## src/hw/dar_pkg.sv

```systemverilog
// Purpose: constants for the divider, alarm and reset control block
// Assumes: one clock pclk at 250 MHz, APB register access
// Notes: register offsets are byte addresses of aligned words
package dar_pkg;
    // ------------------------------------------------------------
    // register map
    // ------------------------------------------------------------
    localparam logic [7:0] ADDR_ALARM_CTRL = 8'h00;
    localparam logic [7:0] ADDR_OSC_CTRL = 8'h04;
    localparam logic [7:0] ADDR_STATUS = 8'h08;
    localparam logic [7:0] ADDR_DIVIDER = 8'h0c;
    localparam logic [7:0] ADDR_OUT_CTRL = 8'h10;
    // alarm control fields
    localparam int ALM_MODE_LSB = 0;
    localparam int ALM_LOSEL_LSB = 2;
    localparam int ALM_HIMASK_LSB = 4;
    localparam int ALM_MODSEL_LSB = 10;
    localparam int ALM_MOD_EN_BIT = 12;
    localparam int ALM_SRC_BIT = 13;
    // oscillator control fields
    localparam int OSC_STOP_BIT = 0;
    // status fields
    localparam int ST_RESET_BIT = 0;
    localparam int ST_STOP_BIT = 1;
    localparam int ST_OSCOPT_LSB = 4;
    // reset values
    localparam logic [31:0] ALARM_CTRL_RST = 32'h0000_0000;
    localparam logic [3:0] OUT_CTRL_RST = 4'h0;
    // ------------------------------------------------------------
    // oscillator options and cycle divisions
    // ------------------------------------------------------------
    typedef enum logic [2:0]
    {
        OSC_RC_XTAL = 3'h0,
        OSC_CF_XTAL = 3'h1,
        OSC_RC = 3'h2,
        OSC_CF = 3'h3,
        OSC_XTAL = 3'h4
    } dar_osc_type;
    localparam int RC_CYCLE_DIV = 4;
    localparam int CF_CYCLE_DIV = 16;
    localparam int XTAL_CYCLE_DIV = 4;
    // alarm output modes
    localparam logic [1:0] ALM_MODE_STATIC = 2'h0;
    localparam logic [1:0] ALM_MODE_LOW = 2'h1;
    localparam logic [1:0] ALM_MODE_HIGH = 2'h2;
    // divider stages
    localparam int DIV_STAGES = 15;
    localparam int LOW_TAP_BASE = 3;
    localparam int HIGH_TAP_BASE = 10;
    localparam int HIGH_TAPS = 6;
    // modulating taps: 4k, 2k, 1k from a 32.768 kHz crystal
    localparam int MOD_TAP_4K = 3;
    localparam int MOD_TAP_2K = 4;
    localparam int MOD_TAP_1K = 5;
    // reset clears divider stages up to this one, overflow from it
    localparam int RST_CLR_STAGES = 15;
    // ------------------------------------------------------------
    // reset controller states
    // ------------------------------------------------------------
    typedef enum logic [2:0]
    {
        ST_POR = 3'b001,
        ST_HOLD = 3'b010,
        ST_RUN = 3'b100
    } dar_rst_type;
endpackage : dar_pkg

```

## src/hw/dar_top.sv

```systemverilog
// Purpose: divider, alarm and reset control of a small lcd controller
// Assumes: the oscillators arrive as one-cycle enables on pclk
// Notes: how it works listed below
// How it works
// - dedicated outputs show option levels while reset holds
// - alarm can send 4k, 2k or 1k modulated tones, or plain
// - alarm can carry one divider tap at stage 3, 4 or 5
// - alarm can carry any combination of taps at stages 10 to 15
// - modulated form of the low tap or the high-tap combination
// - rc options give an instruction cycle of four primary periods
// - ceramic options give sixteen primary periods per cycle
// - crystal-only option gives four crystal periods per cycle
// - divider taps feed timer clock, lcd timing and divider events
// - stop instruction halts the rc oscillator
// - reset from power-on clear, reset pin, or all four switches
// - power-on clear resets logic at power-up when enabled
// - power-on clear enabled or disabled by build option
// - reset pin sets reset flag and clears whole divider
// - logic held while flag set; after power-on clear or a request only divider overflow clears it
// - on flag clear, logic reset released and counter may advance
// - all switches at supply level clear logic when enabled
// - lcd commons and segments show static all on or all off
// - reset pin polarity chosen by build option
//
// The APB register port and the register offsets were left to the implementer.
`timescale 1ns/1ps
module dar_top
    import dar_pkg::*;
#(
    parameter dar_osc_type OSC_OPTION = OSC_RC_XTAL,
    parameter bit POR_ENABLE = 1'b1,
    parameter bit SWITCH_RESET_ENABLE = 1'b1,
    parameter bit RESET_ACTIVE_HIGH = 1'b1,
    parameter bit AUX1_RESET_LEVEL = 1'b0,
    parameter bit AUX2_RESET_LEVEL = 1'b0,
    parameter bit LIGHT_RESET_LEVEL = 1'b0,
    parameter bit ALARM_RESET_LEVEL = 1'b0,
    parameter bit LCD_ALL_ON = 1'b0,
    parameter int SEGMENTS = 42
)
(
    // clock and reset
    input wire logic pclk,
    input wire logic presetn,
    // apb slave
    input wire logic psel,
    input wire logic penable,
    input wire logic pwrite,
    input wire logic [7:0] paddr,
    input wire logic [31:0] pwdata,
    output logic [31:0] prdata,
    output logic pready,
    output logic pslverr,
    // oscillator ticks
    input wire logic primary_osc_tick,
    input wire logic crystal_tick,
    output logic rc_osc_run,
    // reset sources
    input wire logic external_reset_pin,
    input wire logic switch_input_1,
    input wire logic switch_input_2,
    input wire logic switch_input_3,
    input wire logic switch_input_4,
    // core timing
    output logic cycle_strobe,
    output logic logic_reset,
    output logic [DIV_STAGES:1] divider_tap,
    output logic timer_clock,
    output logic lcd_timing,
    output logic divider_event,
    // dedicated outputs
    output logic aux_output_1,
    output logic aux_output_2,
    output logic light_output,
    output logic alarm_output,
    // lcd static levels during reset
    output logic lcd_reset_force,
    output logic [3:1] lcd_common_level,
    output logic [SEGMENTS-1:0] segment_level
);
    // ------------------------------------------------------------
    // declarations
    // ------------------------------------------------------------
    logic [31:0] alarm_ctrl;
    logic [3:0] out_ctrl;
    logic [DIV_STAGES:1] div_cnt, next_div;
    logic [4:0] cyc_cnt, cyc_last;
    logic osc_stop, div_overflow, cyc_tick;
    logic rst_pin_s1, rst_pin_s2, sw_s1, sw_s2;
    logic rst_request, reset_flag;
    dar_rst_type rst_state;
    logic alarm_raw, alarm_mod, low_tap, high_comb;
    logic apb_wr, apb_rd;

    // ------------------------------------------------------------
    // instruction cycle division
    // ------------------------------------------------------------
    always_comb
    begin
        case (OSC_OPTION)
            OSC_RC_XTAL, OSC_RC:
                cyc_last = 5'(RC_CYCLE_DIV - 1);
            OSC_CF_XTAL, OSC_CF:
                cyc_last = 5'(CF_CYCLE_DIV - 1);
            default:
                cyc_last = 5'(XTAL_CYCLE_DIV - 1);
        endcase
    end

    // crystal-only counts crystal periods, others primary periods
    assign cyc_tick = (OSC_OPTION == OSC_XTAL) ? crystal_tick :
        (primary_osc_tick & rc_osc_run);

    always_ff @(posedge pclk or negedge presetn)
    begin
        if (!presetn)
            cyc_cnt <= 5'h00;
        else if (cyc_tick)
            cyc_cnt <= (cyc_cnt == cyc_last) ? 5'h00 : cyc_cnt + 5'h01;
    end

    assign cycle_strobe = cyc_tick & (cyc_cnt == cyc_last) & ~logic_reset;

    // rc oscillator stops on software request; reset restarts it
    assign rc_osc_run = ~osc_stop;

    // ------------------------------------------------------------
    // ripple divider, modelled as a synchronous counter
    // ------------------------------------------------------------
    // divider counts crystal ticks if fitted, else primary ticks
    logic div_tick;
    assign div_tick = (OSC_OPTION == OSC_RC || OSC_OPTION == OSC_CF) ?
        (primary_osc_tick & rc_osc_run) : crystal_tick;

    always_comb
    begin
        next_div = div_cnt;
        if (div_tick)
            next_div = div_cnt + 15'h0001;
        if (rst_request)
            next_div = '0;
    end

    assign div_overflow = div_tick & (&div_cnt[RST_CLR_STAGES:1]);

    always_ff @(posedge pclk or negedge presetn)
    begin
        if (!presetn)
            div_cnt <= '0;
        else
            div_cnt <= next_div;
    end

    assign divider_tap = div_cnt;
    assign timer_clock = div_cnt[HIGH_TAP_BASE];
    assign lcd_timing = div_cnt[LOW_TAP_BASE + 4];
    assign divider_event = div_overflow;

    // ------------------------------------------------------------
    // reset sources and stretch
    // ------------------------------------------------------------
    always_ff @(posedge pclk or negedge presetn)
    begin
        if (!presetn)
        begin
            rst_pin_s1 <= 1'b0;
            rst_pin_s2 <= 1'b0;
            sw_s1 <= 1'b0;
            sw_s2 <= 1'b0;
        end
        else
        begin
            rst_pin_s1 <= RESET_ACTIVE_HIGH ? external_reset_pin :
                ~external_reset_pin;
            rst_pin_s2 <= rst_pin_s1;
            sw_s1 <= switch_input_1 & switch_input_2 & switch_input_3 &
                switch_input_4;
            sw_s2 <= sw_s1;
        end
    end

    assign rst_request = rst_pin_s2 |
        (SWITCH_RESET_ENABLE & sw_s2);

    // presetn is power rise; without power-on clear flag clears one cycle after it
    always_ff @(posedge pclk or negedge presetn)
    begin
        if (!presetn)
            rst_state <= ST_POR;
        else
        begin
            case (rst_state)
                ST_POR:
                    rst_state <= POR_ENABLE ? ST_HOLD : ST_RUN;
                ST_HOLD:
                    if (!rst_request && div_overflow)
                        rst_state <= ST_RUN;
                ST_RUN:
                    if (rst_request)
                        rst_state <= ST_HOLD;
                default:
                    rst_state <= ST_HOLD;
            endcase
        end
    end

    assign reset_flag = (rst_state != ST_RUN);
    assign logic_reset = reset_flag;

    // ------------------------------------------------------------
    // alarm output
    // ------------------------------------------------------------
    always_comb
    begin
        case (alarm_ctrl[ALM_LOSEL_LSB +: 2])
            2'h0: low_tap = div_cnt[LOW_TAP_BASE];
            2'h1: low_tap = div_cnt[LOW_TAP_BASE + 1];
            2'h2: low_tap = div_cnt[LOW_TAP_BASE + 2];
            default: low_tap = 1'b0;
        endcase
    end

    assign high_comb = |(div_cnt[HIGH_TAP_BASE +: HIGH_TAPS] &
        alarm_ctrl[ALM_HIMASK_LSB +: HIGH_TAPS]);

    always_comb
    begin
        case (alarm_ctrl[ALM_MODSEL_LSB +: 2])
            2'h0: alarm_mod = div_cnt[MOD_TAP_4K];
            2'h1: alarm_mod = div_cnt[MOD_TAP_2K];
            default: alarm_mod = div_cnt[MOD_TAP_1K];
        endcase
    end

    always_comb
    begin
        case (alarm_ctrl[ALM_MODE_LSB +: 2])
            ALM_MODE_LOW: alarm_raw = low_tap;
            ALM_MODE_HIGH: alarm_raw = high_comb;
            default: alarm_raw = alarm_ctrl[ALM_SRC_BIT];
        endcase
        if (alarm_ctrl[ALM_MOD_EN_BIT])
            alarm_raw = alarm_raw & alarm_mod;
    end

    // ------------------------------------------------------------
    // dedicated outputs, registered
    // ------------------------------------------------------------
    always_ff @(posedge pclk or negedge presetn)
    begin
        if (!presetn)
        begin
            aux_output_1 <= AUX1_RESET_LEVEL;
            aux_output_2 <= AUX2_RESET_LEVEL;
            light_output <= LIGHT_RESET_LEVEL;
            alarm_output <= ALARM_RESET_LEVEL;
        end
        else if (logic_reset)
        begin
            aux_output_1 <= AUX1_RESET_LEVEL;
            aux_output_2 <= AUX2_RESET_LEVEL;
            light_output <= LIGHT_RESET_LEVEL;
            alarm_output <= ALARM_RESET_LEVEL;
        end
        else
        begin
            aux_output_1 <= out_ctrl[0];
            aux_output_2 <= out_ctrl[1];
            light_output <= out_ctrl[2];
            alarm_output <= alarm_raw;
        end
    end

    // commons held low: lit segments see full swing, unlit see none
    assign lcd_reset_force = logic_reset;
    assign lcd_common_level = '0;
    assign segment_level = {SEGMENTS{LCD_ALL_ON}};

    // ------------------------------------------------------------
    // apb slave, zero wait states
    // ------------------------------------------------------------
    assign apb_wr = psel & penable & pwrite;
    assign apb_rd = psel & ~penable & ~pwrite;
    assign pready = 1'b1;
    assign pslverr = 1'b0;

    always_ff @(posedge pclk or negedge presetn)
    begin
        if (!presetn)
            alarm_ctrl <= ALARM_CTRL_RST;
        else if (logic_reset)
            alarm_ctrl <= ALARM_CTRL_RST;
        else if (apb_wr && paddr == ADDR_ALARM_CTRL)
            alarm_ctrl <= pwdata;
    end

    always_ff @(posedge pclk or negedge presetn)
    begin
        if (!presetn)
            out_ctrl <= OUT_CTRL_RST;
        else if (logic_reset)
            out_ctrl <= OUT_CTRL_RST;
        else if (apb_wr && paddr == ADDR_OUT_CTRL)
            out_ctrl <= pwdata[3:0];
    end

    // any reset source restarts the rc oscillator
    always_ff @(posedge pclk or negedge presetn)
    begin
        if (!presetn)
            osc_stop <= 1'b0;
        else if (rst_request)
            osc_stop <= 1'b0;
        else if (apb_wr && paddr == ADDR_OSC_CTRL &&
                 OSC_OPTION != OSC_XTAL)
            osc_stop <= pwdata[OSC_STOP_BIT];
    end

    // read data is registered in the setup cycle
    always_ff @(posedge pclk or negedge presetn)
    begin
        if (!presetn)
            prdata <= 32'h0000_0000;
        else if (apb_rd)
        begin
            case (paddr)
                ADDR_ALARM_CTRL: prdata <= alarm_ctrl;
                ADDR_OSC_CTRL: prdata <= {31'h0, osc_stop};
                ADDR_STATUS: prdata <= 32'((reset_flag << ST_RESET_BIT) |
                    (osc_stop << ST_STOP_BIT) |
                    (32'(OSC_OPTION) << ST_OSCOPT_LSB));
                ADDR_DIVIDER: prdata <= {17'h0, div_cnt};
                ADDR_OUT_CTRL: prdata <= {28'h0, out_ctrl};
                default: prdata <= 32'h0000_0000;
            endcase
        end
    end
endmodule : dar_top

```

## config.mk

```make
export PLATFORM = sky130hd
export DESIGN_NAME = dar_top
export DESIGN_NICKNAME = d
export VERILOG_FILES = /design/src/hw/dar_pkg.sv /design/src/hw/dar_top.sv
export SDC_FILE = /design/constraint.sdc
export NUM_CORES = 1
export LEC_CHECK = 0
export BUFFER_PORTS_ARGS = -buffer_cell sky130_fd_sc_hd__buf_4
export CAP_MARGIN = 20
export CORE_MARGIN = 4
export CORE_UTILIZATION = 51
export DETAILED_ROUTE_END_ITERATION = 7
export PLACE_DENSITY_LB_ADDON = 0.3
export SETUP_SLACK_MARGIN = 0.3
export SYNTH_ARGS = -nofsm -noshare
export SYNTH_HDL_FRONTEND = slang
export SYNTH_SLANG_ARGS = --single-unit
```

## constraint.sdc

```tcl
create_clock -name pclk -period 2.1 [get_ports pclk]
set_clock_uncertainty 0.05 [all_clocks]
set_input_delay 0 -clock pclk [delete_from_list [all_inputs] [get_ports pclk]]
set_output_delay 0 -clock pclk [all_outputs]
set_load 0.02 [all_outputs]
```

==> impl_results.md <==
- Status: finished clean
- Layout cells sized above 1: between 20 and 30%
- Worst-case clock buffer depth: 2
- Critical setup path kind: flip-flop to flip-flop
- Seq/Total Area, Yosys: 52.0%
- Number of port buffers: around 110
- Top_reg_cell synth: dfrtp_1
- CTS clk-pin slew, worst paths: 0.11 ns
- First-pass DRT Iterations: 4
- Finished Layout Cells: between 700 and 800
- Critical path destination: divider_tap[15]$_DFFE_PN0P_
- Via density: 5.34
- Number of library cell types mapped by synthesis: 53
- GRT Util Overall: 22.1%
- Synth async-reset ratio: 100%
- DRC: 0
- Synthesized area: roughly 4800 um^2
- Max Slew Vio Count: 0
- Worst path max stage delay: 0.45 ns
- Total grt overflow: 0
- Worst-Skew Late Latency: 0.37 ns
- Post-route antenna net violation count: 0
- Dpl cells: 685
- Die H: roughly 110 um
- Max-Cap Viols: 0
- HPWL Detailed: 8240 um
- R2R Setup Slk: between 0.4 and 0.5 ns
- Core area: slightly above 9000 um^2
- Max Freq: 590 MHz
- Num ports: 157
- Fin nets: 684
- CP max-delay cell: dfrtp_1
- Reg2Reg Depth: 4
- Global-route wire length before repair: approximately 20000 um
- WP buf/inv: 0
- Yosys warns: 0
- Routability cong.: 0.839
- Starting density of the core: 52.3%
- CTS buffer count: 9
- FF-to-FF End: divider_tap[15]$_DFFE_PN0P_
- CP Launch Type: flip-flop
- Arrival time worst endpoint: 1.95 ns
- Clk sinks: 100
- WP data required: 2.35 ns
- Post-Route WL: 11900 um
- Final worst path period share: between 80% and 90%
- RSZ-0062 raised after global routing: yes
- WL per Instance: about 16 um
- Avg Cell Area, Syn: 9.92 um^2
- Delay-heaviest family, CP: simple AND/OR/NAND/NOR gates
- Antenna diode count: 0
- DIE AREA: roughly 11000 um^2
- FP Rows: 35
- Post-Synthesis Cells: 485
- Design Area, Final: just over 6000 um^2
- Worst Path Max Fanout: 6
- HP Class: input port to flip-flop
- Clock H-tree levels: 3
- DP Area: 5550 um^2
- Setup TNS: 0 ns
- Reg-to-reg critical path startpoint: divider_tap[11]$_DFFE_PN0P_
- Vias in the first global route: around 4000
- Power, Total: approximately 3.6 mW
- Least-Margin Pin Slew: 0.584 ns
- Critical path depth in cells: 4
- CTS root buf: clkbuf_8
- Lkg Pwr: 2.89 nW
- Final hold vios: 0
- Worst hold slack: between 0.03 and 0.04 ns
- Critical Path Source: divider_tap[11]$_DFFE_PN0P_
- Worst path cell trace: nand4_1 -> or3_1 -> or3_1 -> a21oi_1
- Slew margin rel.: 61.1%
- Area Overhead vs Synth: 28.7%
- Post-layout min period: 1.70 ns
- Via count: roughly 4000
- Die Span X: roughly 110 um
- EDFF count, synth: 0
- Antenna violations before repair: 0
- # setup viols final: 0
- TritonCTS clock tree: built
- PwrDens: between 500 and 600 nW/um^2
- Seq cells post-synth: 100
- CP dominant cell by count: or3_1
- Worst vdd ir: ~0.00037 V
- Worst setup EP type: flip-flop
- Pin count of the biggest net entering global routing: 57
- DRT iter0 DRCs: 172
routing by layer:
metal,part of all wire [%],vias to the layer above,routed length (um),GRT usage (%)
met4,1.7,0,199,7.59
met2,48,177,5690,35.1
met1,44,1922,5170,29.9
li1,-,1860,-,-
met5,0,-,0,0
met3,6.9,16,821,4.88
how the worst min path moves through the flow:
stage                        start                          to  slack [ns]  depth (start not counted)
after global routing      paddr[4]       prdata[1]$_DFFE_PN0P_        0.04                          3
final                     paddr[4]       prdata[1]$_DFFE_PN0P_        0.04                          3
after global placement     presetn       prdata[6]$_DFFE_PN0P_       -0.02                          1
after floorplan            presetn   alarm_ctrl[0]$_DFFE_PN0P_       -0.35                          0
after CTS                 paddr[4]       prdata[1]$_DFFE_PN0P_        0.01                          3
after detailed placement   presetn  alarm_ctrl[14]$_DFFE_PN0P_       -0.01                          1
final cells by class:
type	count	area [um^2]
clock buffer	9	124
clock inverter	7	73.8
fill	710	3010
inverter	6	22.5
multi-input combinational	348	1970
sequential	100	2510
tap	111	139
timing repair buffer	163	1350
metrics by stage:
step	worst slack, ns	utilization, %
finish	0.404	67.3
global route	0.283	67.3
CTS	0.304	67.2
detailed placement	0.393	60.3
global placement	0.465	60.3
floorplan	0.302	-
tightest hold or removal path: stages:
cell     delay (ns)
buf_4          0.16
o22ai_1        0.09
a22o_1         0.17
what timing repair did:
item,4_1_cts,5_1_grt
hold buffers,38,0
setup buffers,5,0
endpoints found under the setup margin,4,6
endpoints found under the hold margin,88,0
pin swaps,3,1
resized for setup,8,6
cell usage in the layout, fill, tap and decap left out, drive strengths merged, types with 3 or more instances in the layout:
cell type	Yosys	layout
a22oi	16	16
dlygate4sd3	0	38
and4	4	4
xnor2	6	6
a21oi	36	36
nor2	23	23
nor3	7	7
nor4	3	3
buf	61	125
o21ai	20	20
or3	6	6
nand3	8	8
xor2	6	6
nor2b	3	3
conb	2	48
and2	3	3
and3	3	3
a22o	18	18
nand3b	5	5
inv	6	11
dfrtp	99	99
mux2i	9	9
nand2	88	88
ha	4	4
nand4	9	9
clkbuf	16	9
registers in the layout, summed over array words and instances, names as in the netlist, 3 cells and up:
signal	cells
alarm_ctrl	32
prdata	32
divider_tap	15
cyc_cnt	5
out_ctrl	4
rst_state	3
cell families (layout without fill, tap and decap cells):
group / count (synthesis) / in the layout / share of synthesized area, %
AO/OA/AOI/OAI: 103 / 103 / 13.8
buffers and inverters: 83 / 185 / 11.3
XOR/XNOR: 12 / 12 / 2.18
adder cells (fa/ha/maj): 4 / 4 / 1.04
multiplexers: 10 / 10 / 2.11
other: 2 / 48 / 0.156
AND/OR/NAND/NOR: 171 / 171 / 17.4
flip-flops: 100 / 100 / 52.0
cell usage after synthesis, drive strengths merged, types with 4 or more instances:
library cell | n | area [um^2]
xor2 | 6 | 52.6
xnor2 | 6 | 52.6
a22oi | 16 | 120
buf | 61 | 459
nand3b | 5 | 37.5
mux2i | 9 | 90.1
o21ai | 20 | 100
inv | 6 | 22.5
nand4 | 9 | 56.3
clkbuf | 16 | 60.1
nand3 | 8 | 40.0
nand2 | 88 | 330
dfrtp | 99 | 2480
ha | 4 | 50.1
a22o | 18 | 158
nor3 | 7 | 51.3
and4 | 4 | 35.0
or3 | 6 | 37.5
a21oi | 36 | 180
nor2 | 23 | 86.3
report_power, final:
group / switching [mW] / internal (mW) / total [mW]
Combinational: 0.225 / 0.163 / 0.388
Clock: 0.761 / 0.473 / 1.23
Sequential: 0.0197 / 1.95 / 1.97
Total: 1.01 / 2.59 / 3.59
(Power assumes the default switching activity.)
